[src/trig_defs.svh]
// Constants for the trigger front end and internal pulse generator
//
// Overview of operation
// [RULE1] Trigger taken from one of six sources
// [RULE2] Enable lets trigger events start capture
// [RULE3] Internal source uses pulse generator output
// [RULE4] Software trigger: one event, software source only
// [RULE5] Polarity selects rising or falling active edge
// [RULE6] Eight de-bounce choices, off to 10 ms
// [RULE7] De-bounce defaults to 100 us
// [RULE8] Ringing on one pulse yields one trigger
// [RULE9] Programmable delay 0..1000000 us before exposure
// [RULE10] Generator granularity 1x, 10x, 100x or 1000x
// [RULE11] Generator repeats at programmable period
// [RULE12] Pulse high time equals programmable width
// [RULE13] Start command begins, stop command ends pulses
// [RULE14] Status shows generator on hold or running
// [RULE15] Continuous mode runs until stop
// [RULE16] Counted mode emits 1..65500 pulses
// [RULE17] Counted mode returns to idle after last
// [RULE18] Stop aborts counted train immediately
// [RULE19] Pulse-width exposure follows trigger level when enabled
// [RULE20] Period and width scaled by granularity factor
// [RULE21] Accept level after full stable interval; off passes
`ifndef TRIG_DEFS_SVH
`define TRIG_DEFS_SVH

// ----------------------------------------------------------------
// Timing
// ----------------------------------------------------------------
`define CLK_PERIOD_NS 8
`define US_NS         1000
`define US_CYCLES     ((`US_NS + `CLK_PERIOD_NS - 1) / `CLK_PERIOD_NS)
`define DB_T1_US      10
`define DB_T2_US      50
`define DB_T3_US      100
`define DB_T4_US      500
`define DB_T5_US      1000
`define DB_T6_US      5000
`define DB_T7_US      10000
`define DELAY_MAX_US  1000000
`define PULSES_MIN    1
`define PULSES_MAX    65500

// ----------------------------------------------------------------
// Register offsets
// ----------------------------------------------------------------
`define A_CTRL    8'h00
`define A_DELAY   8'h04
`define A_SWTRIG  8'h08
`define A_PG_CFG  8'h0C
`define A_PERIOD  8'h10
`define A_WIDTH   8'h14
`define A_PULSES  8'h18
`define A_PG_CMD  8'h1C
`define A_STATUS  8'h20

// ----------------------------------------------------------------
// Field positions and reset values
// ----------------------------------------------------------------
`define CTRL_EN      0
`define CTRL_SRC_LO  1
`define CTRL_SRC_HI  3
`define CTRL_EDGE    4
`define CTRL_DB_LO   5
`define CTRL_DB_HI   7
`define CTRL_EXP_LO  8
`define CTRL_EXP_HI  9
`define CFG_GRAN_LO  0
`define CFG_GRAN_HI  1
`define CFG_COUNTED  2
`define CMD_START    0
`define CMD_STOP     1
`define SRC_LAST     3'h5
`define EXP_LAST     2'h2
`define DB_RESET     3'h3
`define PERIOD_RESET 20'h00001
`define WIDTH_RESET  20'h00001
`define PULSES_RESET 16'h0001

`endif

[src/trig_pkg.sv]
// Types shared by the trigger front end
package trig_pkg;

	// Trigger source select, in register encoding order
	typedef enum logic [2:0] {
		SRC_IN_A,
		SRC_IN_B,
		SRC_CC1,
		SRC_CC2,
		SRC_INTERNAL,
		SRC_SOFT
	} source_e;

	// Exposure control mode
	typedef enum logic [1:0] {
		EXPO_OFF,
		EXPO_PULSE_WIDTH,
		EXPO_INTERNAL
	} expo_e;

	// Exposure delay sequencer
	typedef enum logic {
		DLY_IDLE,
		DLY_WAIT
	} dly_e;

	// Pulse generator process
	typedef enum logic {
		PG_HOLD,
		PG_RUN
	} pg_e;

	// Whole state of the block
	typedef struct packed {
		logic [3:0]  sync1;
		logic [3:0]  sync2;
		logic [15:0] us_cnt;
		logic        trig_en;
		source_e     src;
		logic        falling;
		logic [2:0]  db_sel;
		expo_e       expo;
		logic [19:0] delay_us;
		logic [1:0]  gran;
		logic        counted;
		logic [19:0] period;
		logic [19:0] width;
		logic [15:0] pulses;
		logic        filt;
		logic        filt_prev;
		logic [13:0] db_cnt;
		dly_e        dly;
		logic [19:0] dly_cnt;
		pg_e         pg;
		logic [9:0]  g_cnt;
		logic [19:0] phase;
		logic [15:0] left;
		logic        start_pulse;
		logic        expo_act;
		logic        pulse_lvl;
		logic [31:0] rdata;
	} state_s;

endpackage

[src/trigger_and_pulse_generator.sv]
// Trigger selection, de-bounce, exposure delay and pulse generator
`timescale 1ns/10ps
`include "trig_defs.svh"

module trigger_and_pulse_generator
	import trig_pkg::*;
#(
	parameter logic [15:0] US_CYCLES = 16'(`US_CYCLES)
)
(
	input  wire logic        clk,
	input  wire logic        arst_n,
	input  wire logic [7:0]  addr,
	input  wire logic [31:0] wdata,
	input  wire logic        wr_stb,
	input  wire logic        rd_stb,
	output logic      [31:0] rdata,
	input  wire logic        external_input_a,
	input  wire logic        external_input_b,
	input  wire logic        cable_ctrl_1,
	input  wire logic        cable_ctrl_2,
	output logic             exposure_start,
	output logic             exposure_active,
	output logic             pulse_out,
	output logic             pg_running
);

	// ----------------------------------------------------------------
	// Helper functions
	// ----------------------------------------------------------------

	// De-bounce interval in microseconds for each choice
	function automatic logic [13:0] db_interval(input logic [2:0] sel);
		logic [13:0] v;
		v = 14'h0000;
		case (sel)
			3'h1: v = 14'(`DB_T1_US); // RULE6
			3'h2: v = 14'(`DB_T2_US);
			3'h3: v = 14'(`DB_T3_US);
			3'h4: v = 14'(`DB_T4_US);
			3'h5: v = 14'(`DB_T5_US);
			3'h6: v = 14'(`DB_T6_US);
			3'h7: v = 14'(`DB_T7_US);
			default: v = 14'h0000;
		endcase
		return v;
	endfunction

	// Granularity factor, less one, in microsecond ticks
	function automatic logic [9:0] gran_last(input logic [1:0] g);
		logic [9:0] v;
		v = 10'h000;
		case (g)
			2'h0: v = 10'h000; // RULE10
			2'h1: v = 10'h009;
			2'h2: v = 10'h063;
			default: v = 10'h3E7;
		endcase
		return v;
	endfunction

	// Clamp a written value into an inclusive range
	function automatic logic [31:0] clamp(input logic [31:0] v,
		input logic [31:0] lo, input logic [31:0] hi);
		logic [31:0] r;
		r = v;
		if (v < lo)
		begin
			r = lo;
		end
		else if (v > hi)
		begin
			r = hi;
		end
		return r;
	endfunction

	// ----------------------------------------------------------------
	// State and combinational helpers
	// ----------------------------------------------------------------
	state_s      r_reg;
	state_s      r_next;
	logic        us_tick;
	logic        g_tick;
	logic        raw;
	logic        sw_evt;
	logic        edge_hit;
	logic        evt;
	logic        active_lvl;
	logic [13:0] db_lim;
	logic [19:0] per_last;

	// ----------------------------------------------------------------
	// Next-state logic
	// ----------------------------------------------------------------

	// All behaviour is worked out here from the registered state
	always_comb
	begin
		r_next = r_reg;
		r_next.start_pulse = 1'b0;
		r_next.rdata = 32'h0000_0000;

		// Pins pass two flops before anything looks at them
		r_next.sync1 = {cable_ctrl_2, cable_ctrl_1,
			external_input_b, external_input_a};
		r_next.sync2 = r_reg.sync1;

		// Microsecond time base shared by every counter
		us_tick = (r_reg.us_cnt == US_CYCLES - 16'h0001);
		r_next.us_cnt = us_tick ? 16'h0000 : r_reg.us_cnt + 16'h0001;

		// Granularity prescaler runs free on every microsecond tick; a start command clears it
		g_tick = us_tick && (r_reg.g_cnt == gran_last(r_reg.gran));
		if (us_tick)
		begin
			r_next.g_cnt = g_tick ? 10'h000 : r_reg.g_cnt + 10'h001;
		end
		per_last = (r_reg.period == 20'h00000) ? 20'h00000 :
			r_reg.period - 20'h00001;

		// ------------------------------------------------------------
		// Register writes
		// ------------------------------------------------------------
		sw_evt = 1'b0;
		if (wr_stb)
		begin
			if (addr == `A_CTRL)
			begin
				r_next.trig_en = wdata[`CTRL_EN];
				// Unused source codes leave the choice unchanged
				if (wdata[`CTRL_SRC_HI:`CTRL_SRC_LO] <= `SRC_LAST)
				begin
					r_next.src = source_e'(wdata[`CTRL_SRC_HI:`CTRL_SRC_LO]); // RULE1
				end
				r_next.falling = wdata[`CTRL_EDGE]; // RULE5
				r_next.db_sel = wdata[`CTRL_DB_HI:`CTRL_DB_LO];
				if (wdata[`CTRL_EXP_HI:`CTRL_EXP_LO] <= `EXP_LAST)
				begin
					r_next.expo = expo_e'(wdata[`CTRL_EXP_HI:`CTRL_EXP_LO]);
				end
			end
			else if (addr == `A_DELAY)
			begin
				r_next.delay_us = 20'(clamp(wdata, 32'h0,
					32'(`DELAY_MAX_US))); // RULE9
			end
			else if (addr == `A_SWTRIG)
			begin
				// Ignored unless software is the selected source
				sw_evt = wdata[0] && (r_reg.src == SRC_SOFT); // RULE4
			end
			else if (addr == `A_PG_CFG)
			begin
				r_next.gran = wdata[`CFG_GRAN_HI:`CFG_GRAN_LO];
				r_next.counted = wdata[`CFG_COUNTED];
			end
			else if (addr == `A_PERIOD)
			begin
				r_next.period = wdata[19:0];
			end
			else if (addr == `A_WIDTH)
			begin
				r_next.width = wdata[19:0];
			end
			else if (addr == `A_PULSES)
			begin
				r_next.pulses = 16'(clamp(wdata, 32'(`PULSES_MIN),
					32'(`PULSES_MAX))); // RULE16
			end
		end

		// ------------------------------------------------------------
		// Source select and de-bounce
		// ------------------------------------------------------------
		case (r_reg.src)
			SRC_IN_A:     raw = r_reg.sync2[0];
			SRC_IN_B:     raw = r_reg.sync2[1];
			SRC_CC1:      raw = r_reg.sync2[2];
			SRC_CC2:      raw = r_reg.sync2[3];
			SRC_INTERNAL: raw = r_reg.pulse_lvl; // RULE3
			default:      raw = 1'b0;
		endcase

		// A change must hold for the whole interval to be taken
		db_lim = db_interval(r_reg.db_sel);
		if (db_lim == 14'h0000 || r_reg.src == SRC_INTERNAL)
		begin
			r_next.filt = raw; // RULE21
			r_next.db_cnt = 14'h0000;
		end
		else if (raw == r_reg.filt)
		begin
			// Any bounce back restarts the wait
			r_next.db_cnt = 14'h0000; // RULE8
		end
		else if (us_tick)
		begin
			if (r_reg.db_cnt >= db_lim - 14'h0001)
			begin
				r_next.filt = raw; // RULE21
				r_next.db_cnt = 14'h0000;
			end
			else
			begin
				r_next.db_cnt = r_reg.db_cnt + 14'h0001;
			end
		end
		r_next.filt_prev = r_reg.filt;

		// ------------------------------------------------------------
		// Edge detect and enable
		// ------------------------------------------------------------
		edge_hit = r_reg.falling ?
			(r_reg.filt_prev && !r_reg.filt) :
			(!r_reg.filt_prev && r_reg.filt); // RULE5
		if (r_reg.src == SRC_SOFT)
		begin
			evt = sw_evt && r_reg.trig_en; // RULE4
		end
		else
		begin
			evt = edge_hit && r_reg.trig_en; // RULE2
		end

		// Exposure follows the trigger level in pulse-width mode
		active_lvl = r_reg.falling ? !r_reg.filt : r_reg.filt;
		r_next.expo_act = (r_reg.expo == EXPO_PULSE_WIDTH) &&
			r_reg.trig_en && (r_reg.src != SRC_SOFT) &&
			active_lvl; // RULE19

		// ------------------------------------------------------------
		// Exposure delay; triggers during a wait are dropped
		// ------------------------------------------------------------
		case (r_reg.dly)
			DLY_IDLE:
			begin
				if (evt)
				begin
					if (r_reg.delay_us == 20'h00000)
					begin
						r_next.start_pulse = 1'b1; // RULE9
					end
					else
					begin
						r_next.dly_cnt = r_reg.delay_us;
						r_next.dly = DLY_WAIT;
					end
				end
			end
			DLY_WAIT:
			begin
				if (us_tick)
				begin
					r_next.dly_cnt = r_reg.dly_cnt - 20'h00001;
					if (r_reg.dly_cnt == 20'h00001)
					begin
						r_next.start_pulse = 1'b1; // RULE9
						r_next.dly = DLY_IDLE;
					end
				end
			end
			default:
			begin
				r_next.dly = DLY_IDLE;
			end
		endcase

		// ------------------------------------------------------------
		// Pulse generator
		// ------------------------------------------------------------
		case (r_reg.pg)
			PG_HOLD:
			begin
				if (wr_stb && addr == `A_PG_CMD &&
					wdata[`CMD_START] && !wdata[`CMD_STOP])
				begin
					r_next.pg = PG_RUN; // RULE13
					r_next.phase = 20'h00000;
					r_next.g_cnt = 10'h000;
					r_next.left = r_reg.pulses;
				end
			end
			PG_RUN:
			begin
				if (wr_stb && addr == `A_PG_CMD && wdata[`CMD_STOP])
				begin
					// Stop wins at once, also mid counted train
					r_next.pg = PG_HOLD; // RULE18
				end
				else if (g_tick)
				begin
					// One step per granularity tick
					if (r_reg.phase >= per_last)
					begin
						r_next.phase = 20'h00000; // RULE11
						if (r_reg.counted)
						begin
							r_next.left = r_reg.left - 16'h0001;
							if (r_reg.left <= 16'h0001)
							begin
								r_next.pg = PG_HOLD; // RULE17
							end
						end
						// Continuous mode keeps going // RULE15
					end
					else
					begin
						r_next.phase = r_reg.phase + 20'h00001; // RULE20
					end
				end
			end
			default:
			begin
				r_next.pg = PG_HOLD;
			end
		endcase
		r_next.pulse_lvl = (r_next.pg == PG_RUN) &&
			(r_next.phase < r_reg.width); // RULE12

		// ------------------------------------------------------------
		// Register reads, data valid the cycle after the strobe
		// ------------------------------------------------------------
		if (rd_stb)
		begin
			if (addr == `A_CTRL)
			begin
				r_next.rdata = {22'h0, r_reg.expo, r_reg.db_sel,
					r_reg.falling, r_reg.src, r_reg.trig_en};
			end
			else if (addr == `A_DELAY)
			begin
				r_next.rdata = {12'h000, r_reg.delay_us};
			end
			else if (addr == `A_PG_CFG)
			begin
				r_next.rdata = {29'h0, r_reg.counted, r_reg.gran};
			end
			else if (addr == `A_PERIOD)
			begin
				r_next.rdata = {12'h000, r_reg.period};
			end
			else if (addr == `A_WIDTH)
			begin
				r_next.rdata = {12'h000, r_reg.width};
			end
			else if (addr == `A_PULSES)
			begin
				r_next.rdata = {16'h0000, r_reg.pulses};
			end
			else if (addr == `A_STATUS)
			begin
				r_next.rdata = {28'h0, r_reg.filt,
					(r_reg.dly == DLY_WAIT), r_reg.expo_act,
					(r_reg.pg == PG_RUN)}; // RULE14
			end
		end
	end

	// ----------------------------------------------------------------
	// State register
	// ----------------------------------------------------------------

	// Reset leaves the trigger disabled and the generator on hold
	always_ff @(posedge clk or negedge arst_n)
	begin
		if (!arst_n)
		begin
			r_reg <= '0;
			r_reg.src <= SRC_IN_A;
			r_reg.expo <= EXPO_OFF;
			r_reg.db_sel <= `DB_RESET; // RULE7
			r_reg.dly <= DLY_IDLE;
			r_reg.pg <= PG_HOLD;
			r_reg.period <= `PERIOD_RESET;
			r_reg.width <= `WIDTH_RESET;
			r_reg.pulses <= `PULSES_RESET;
		end
		else
		begin
			r_reg <= r_next;
		end
	end

	// ----------------------------------------------------------------
	// Outputs, all straight from the state register
	// ----------------------------------------------------------------
	assign rdata = r_reg.rdata;
	assign exposure_start = r_reg.start_pulse;
	assign exposure_active = r_reg.expo_act;
	assign pulse_out = r_reg.pulse_lvl;
	assign pg_running = (r_reg.pg == PG_RUN);

endmodule
[config.mk]
export PLATFORM = sky130hd
export DESIGN_NAME = trigger_and_pulse_generator
export DESIGN_NICKNAME = d
export VERILOG_FILES = /design/src/trig_pkg.sv /design/src/trigger_and_pulse_generator.sv
export VERILOG_INCLUDE_DIRS = /design/src
export SDC_FILE = /design/constraint.sdc
export NUM_CORES = 1
export LEC_CHECK = 0
export ABC_AREA = 1
export BUFFER_PORTS_ARGS = -buffer_cell sky130_fd_sc_hd__buf_2
export CAP_MARGIN = 0
export CORE_ASPECT_RATIO = 0.8
export CORE_UTILIZATION = 40
export DETAILED_ROUTE_END_ITERATION = 10
export SLEW_MARGIN = 15
export SYNTH_ARGS = -nofsm -noshare
export SYNTH_HDL_FRONTEND = slang
export SYNTH_SLANG_ARGS = --single-unit
[constraint.sdc]
create_clock -name clk -period 5.35 [get_ports clk]
set_clock_uncertainty 0.05 [all_clocks]
set_input_delay 0.535 -clock clk [delete_from_list [all_inputs] [get_ports clk]]
set_output_delay 0.535 -clock clk [all_outputs]
set_load 0.01 [all_outputs]
==> results.cfg <==
[route]
routedWlPerCell_um = 17.2
drt_total_wl_mm = 39.9
drtAntennaViolNets = 0
drt_pass1_iterations = 6
vias_per_cell = 5.29
drc = 0
dr_total_vias = 12284
drt_iter0_drc = 1049

[sta]
setup_viol = 0
timing.final.ws_setup_ps = 548
slew_violations = 0
timing_hold_violations_final = 0
worst_slew_pin_tran_ps = 764
clock.fmax_ghz = 0.208
slew-limit-headroom_pct = 49.1
rsz_0062_raised_after_global_routing = false
period_minus_slack_ps = 4800
tns_ps = 0
final.period_utilization_pct = 89.8

[power]
power.switching_uw = 1390
pwr_density_cell_nw_per_um2 = 291
power.switching_fraction_pct = 31.5
p_int_uw = 3030
worst_vdd_ir_v = 0.000211
p_comb_share_pct = 18.2
power.clock.fraction_pct = 39.0
power_frac_seq_pct = 42.9
power.leakage_uw = 0.00734

[grt]
grt_start_max_net_pins = 85
groute.usage.overall_pct = 22.8
gr-total-overflow = 0
grt_antenna_before_repair = 0
grt_pass1_vias = 11450
grt_first_pass_wirelength_mm = 63.3

[placed_design]
place_congestion = 0.903
dp.final_hpwl_mm = 30.4
worst_setup_slack_after_placement_ps = 258
placement.cell_area_um2 = 14300
place.port_buffers = 71

[run_status]
status = completed

[yosys]
syn_area_um2 = 13700
synthesis.instances = 1815
synth_top_area_cell = sky130_fd_sc_hd__dfrtp_1
post-synth-top-area-fraction_pct = 39.3
synth_top_cells_by_area = sky130_fd_sc_hd__dfrtp_1 39%, sky130_fd_sc_hd__nand2_1 10%, sky130_fd_sc_hd__inv_1 7.3%, sky130_fd_sc_hd__ha_1 6.1%, sky130_fd_sc_hd__o21ai_0 5.2%
async_reset_ff_share_pct = 100
synth_area_per_cell_um2 = 7.55
part_of_the_yosys_area_used_for_sequential_elements_pct = 40.2
synth_warnings = 0
synth_common_cells = 375 x sky130_fd_sc_hd__nand2_1, 265 x sky130_fd_sc_hd__inv_1, 215 x sky130_fd_sc_hd__dfrtp_1, 178 x sky130_fd_sc_hd__nor2_1, 143 x sky130_fd_sc_hd__o21ai_0
ys_seq_elements = 220
post-synth-top-count-cell = sky130_fd_sc_hd__nand2_1
number_of_flops_mapped_to_enable_cells_by_yosys = 0
postSynth.topFlopCell = sky130_fd_sc_hd__dfrtp_1
synthDistinctLibCells = 58

[cts]
cts_made_buffers = 25
cts_htree_levels = 1
clock_insertion_delay_worst_skew_ps = 560
numClockSinks = 220
clock_tree.buffer_depth = 3
clock_tree.root_cell = sky130_fd_sc_hd__clkbuf_16
clk_transition_reported_paths_ps = 70
tritoncts = yes

[finish]
post-route-cell-area_um2 = 15200
area_taken_by_multi_input_logic_gates_um2 = 6780
layout.core_utilization_pct = 45.1
largest_register_ffs = 191
antenna_fix_cells = 0
n_fill_cell = 3408
final_nets = 1984
drive_gt1_share_pct = 10.0
seq_area_um2 = 5510
area_growth_pct = 10.8

[setup_path]
worst_path_max_delay_cell = sky130_fd_sc_hd__dfstp_2
r2r_end = pulse_out$_DFF_PN0_
critPathMaxStageDelay_ps = 380
critical_path_cell_count = 32
cp-start-kind = flop
worst_setup_path_endpoint = pulse_out$_DFF_PN0_
cp.buffers_inverters = 7
critical_path_required_ps = 5780
critPathCaptureType = flop
critical_path.most_common_cell = sky130_fd_sc_hd__inv_1
regToRegStartpoint = r_reg[155]$_DFFE_PN1P_
setup_slack_reg_to_reg_ps = 550
worstRegToRegCells = 32
startpoint = r_reg[155]$_DFFE_PN1P_
worst-path-max-fanout = 5
critical_path_start_end_classification = flop to flop
timing.critical_path.arrival_ps = 5230
cp_top_family = simple AND/OR/NAND/NOR gates

[floorplanning]
fp.dieH_um = 167
io_pins = 84
design.core.area_um2 = 33600
dieArea_um2 = 35000
floorplan.initialDensity_pct = 40.7
die_width_um = 209
std_cell_rows = 60

[min_path]
worst_hold_path_type = input pin to flop

[run]
max_cap_viol_count = 0
[routing by layer]
| layer | track usage [%] | vias up | routed length, µm |
|---|---|---|---|
| met5 | 0 | - | 0 |
| met4 | 5.82 | 0 | 885 |
| met3 | 3.88 | 55 | 2680 |
| met2 | 32.6 | 419 | 16400 |
| met1 | 35.1 | 5781 | 20000 |
| li1 | - | 6029 | - |
[cells in the final DEF (no fill, tap or decap), types with 9 or more instances in the layout]
master	n
sky130_fd_sc_hd__conb_1	12
sky130_fd_sc_hd__nand4_1	24
sky130_fd_sc_hd__xor2_1	35
sky130_fd_sc_hd__o211ai_1	21
sky130_fd_sc_hd__clkbuf_16	25
sky130_fd_sc_hd__nand2_1	374
sky130_fd_sc_hd__nand2_2	9
sky130_fd_sc_hd__nor2_1	176
sky130_fd_sc_hd__inv_2	9
sky130_fd_sc_hd__inv_1	265
sky130_fd_sc_hd__nor2_2	11
sky130_fd_sc_hd__buf_4	14
sky130_fd_sc_hd__o221ai_1	10
sky130_fd_sc_hd__o22ai_1	23
sky130_fd_sc_hd__nand3_1	100
sky130_fd_sc_hd__nor3_1	32
sky130_fd_sc_hd__a21oi_1	92
sky130_fd_sc_hd__ha_1	67
sky130_fd_sc_hd__dfrtp_1	215
sky130_fd_sc_hd__xnor2_1	14
sky130_fd_sc_hd__o31ai_1	14
sky130_fd_sc_hd__o21ai_1	15
sky130_fd_sc_hd__o21ai_0	142
sky130_fd_sc_hd__nor4_1	19
sky130_fd_sc_hd__buf_2	70
[stage by stage]
stage | instances | power, µW | hold slack, ps
after floorplan | 1826 | 2450 | 189
after global placement | 2273 | 2670 | 293
after detailed placement | 2273 | 2690 | 285
after CTS | 2319 | 4430 | 26.1
after global routing | 2321 | 4640 | 37.2
final | 2321 | 4420 | 48.9
[cell families after synthesis]
group	after synthesis	share of synthesized area (%)
AOI/OAI and AO/OA	356	15.0
xor gates and xnor gates	49	3.13
adders and majority gates	67	6.12
buffers and inverters	348	10.8
DFF	220	40.2
other	1	0.0274
and+or+nand+nor	774	24.7
[layout make-up]
| type | instances | share of cell area [%] |
|---|---|---|
| multi-input cells | 1258 | 44.7 |
| flip-flops and latches | 220 | 36.3 |
| inverters | 278 | 6.92 |
| clock buffers | 32 | 4.56 |
| well taps | 434 | 3.58 |
| repair buffers | 86 | 3.17 |
| clock inverters | 13 | 0.734 |
[power by group through the flow]
stage / clock network [µW] / logic (µW) / registers (µW)
final: 1720 / 802 / 1890
after floorplan: 0 / 569 / 1880
after global placement: 0 / 756 / 1920
after detailed placement: 0 / 776 / 1920
after global routing: 1820 / 919 / 1910
after CTS: 1760 / 781 / 1890
[worst min path at each step]
stage          slack, ps             startpoint  depth (start not counted)                         to
2_1_floorplan        190                 arst_n                          0  exposure_active$_DFF_PN0_
3_3_place_gp         290  r_next[226]$_DFF_PN0_                          0       r_reg[226]$_DFF_PN0_
3_5_place_dp         280  r_next[226]$_DFF_PN0_                          0       r_reg[226]$_DFF_PN0_
4_1_cts               30           cable_ctrl_1                          1      r_next[226]$_DFF_PN0_
5_1_grt               40           cable_ctrl_1                          1      r_next[226]$_DFF_PN0_
6_report              50           cable_ctrl_2                          1      r_next[227]$_DFF_PN0_
[what timing repair did]
item	CTS	global route
hold endpoints to repair	80	0
buffers inserted	0	2
resized for setup	0	8
endpoints found under the setup margin	0	1
hold buffers	1	0
Power figures use the tool's default switching activity.
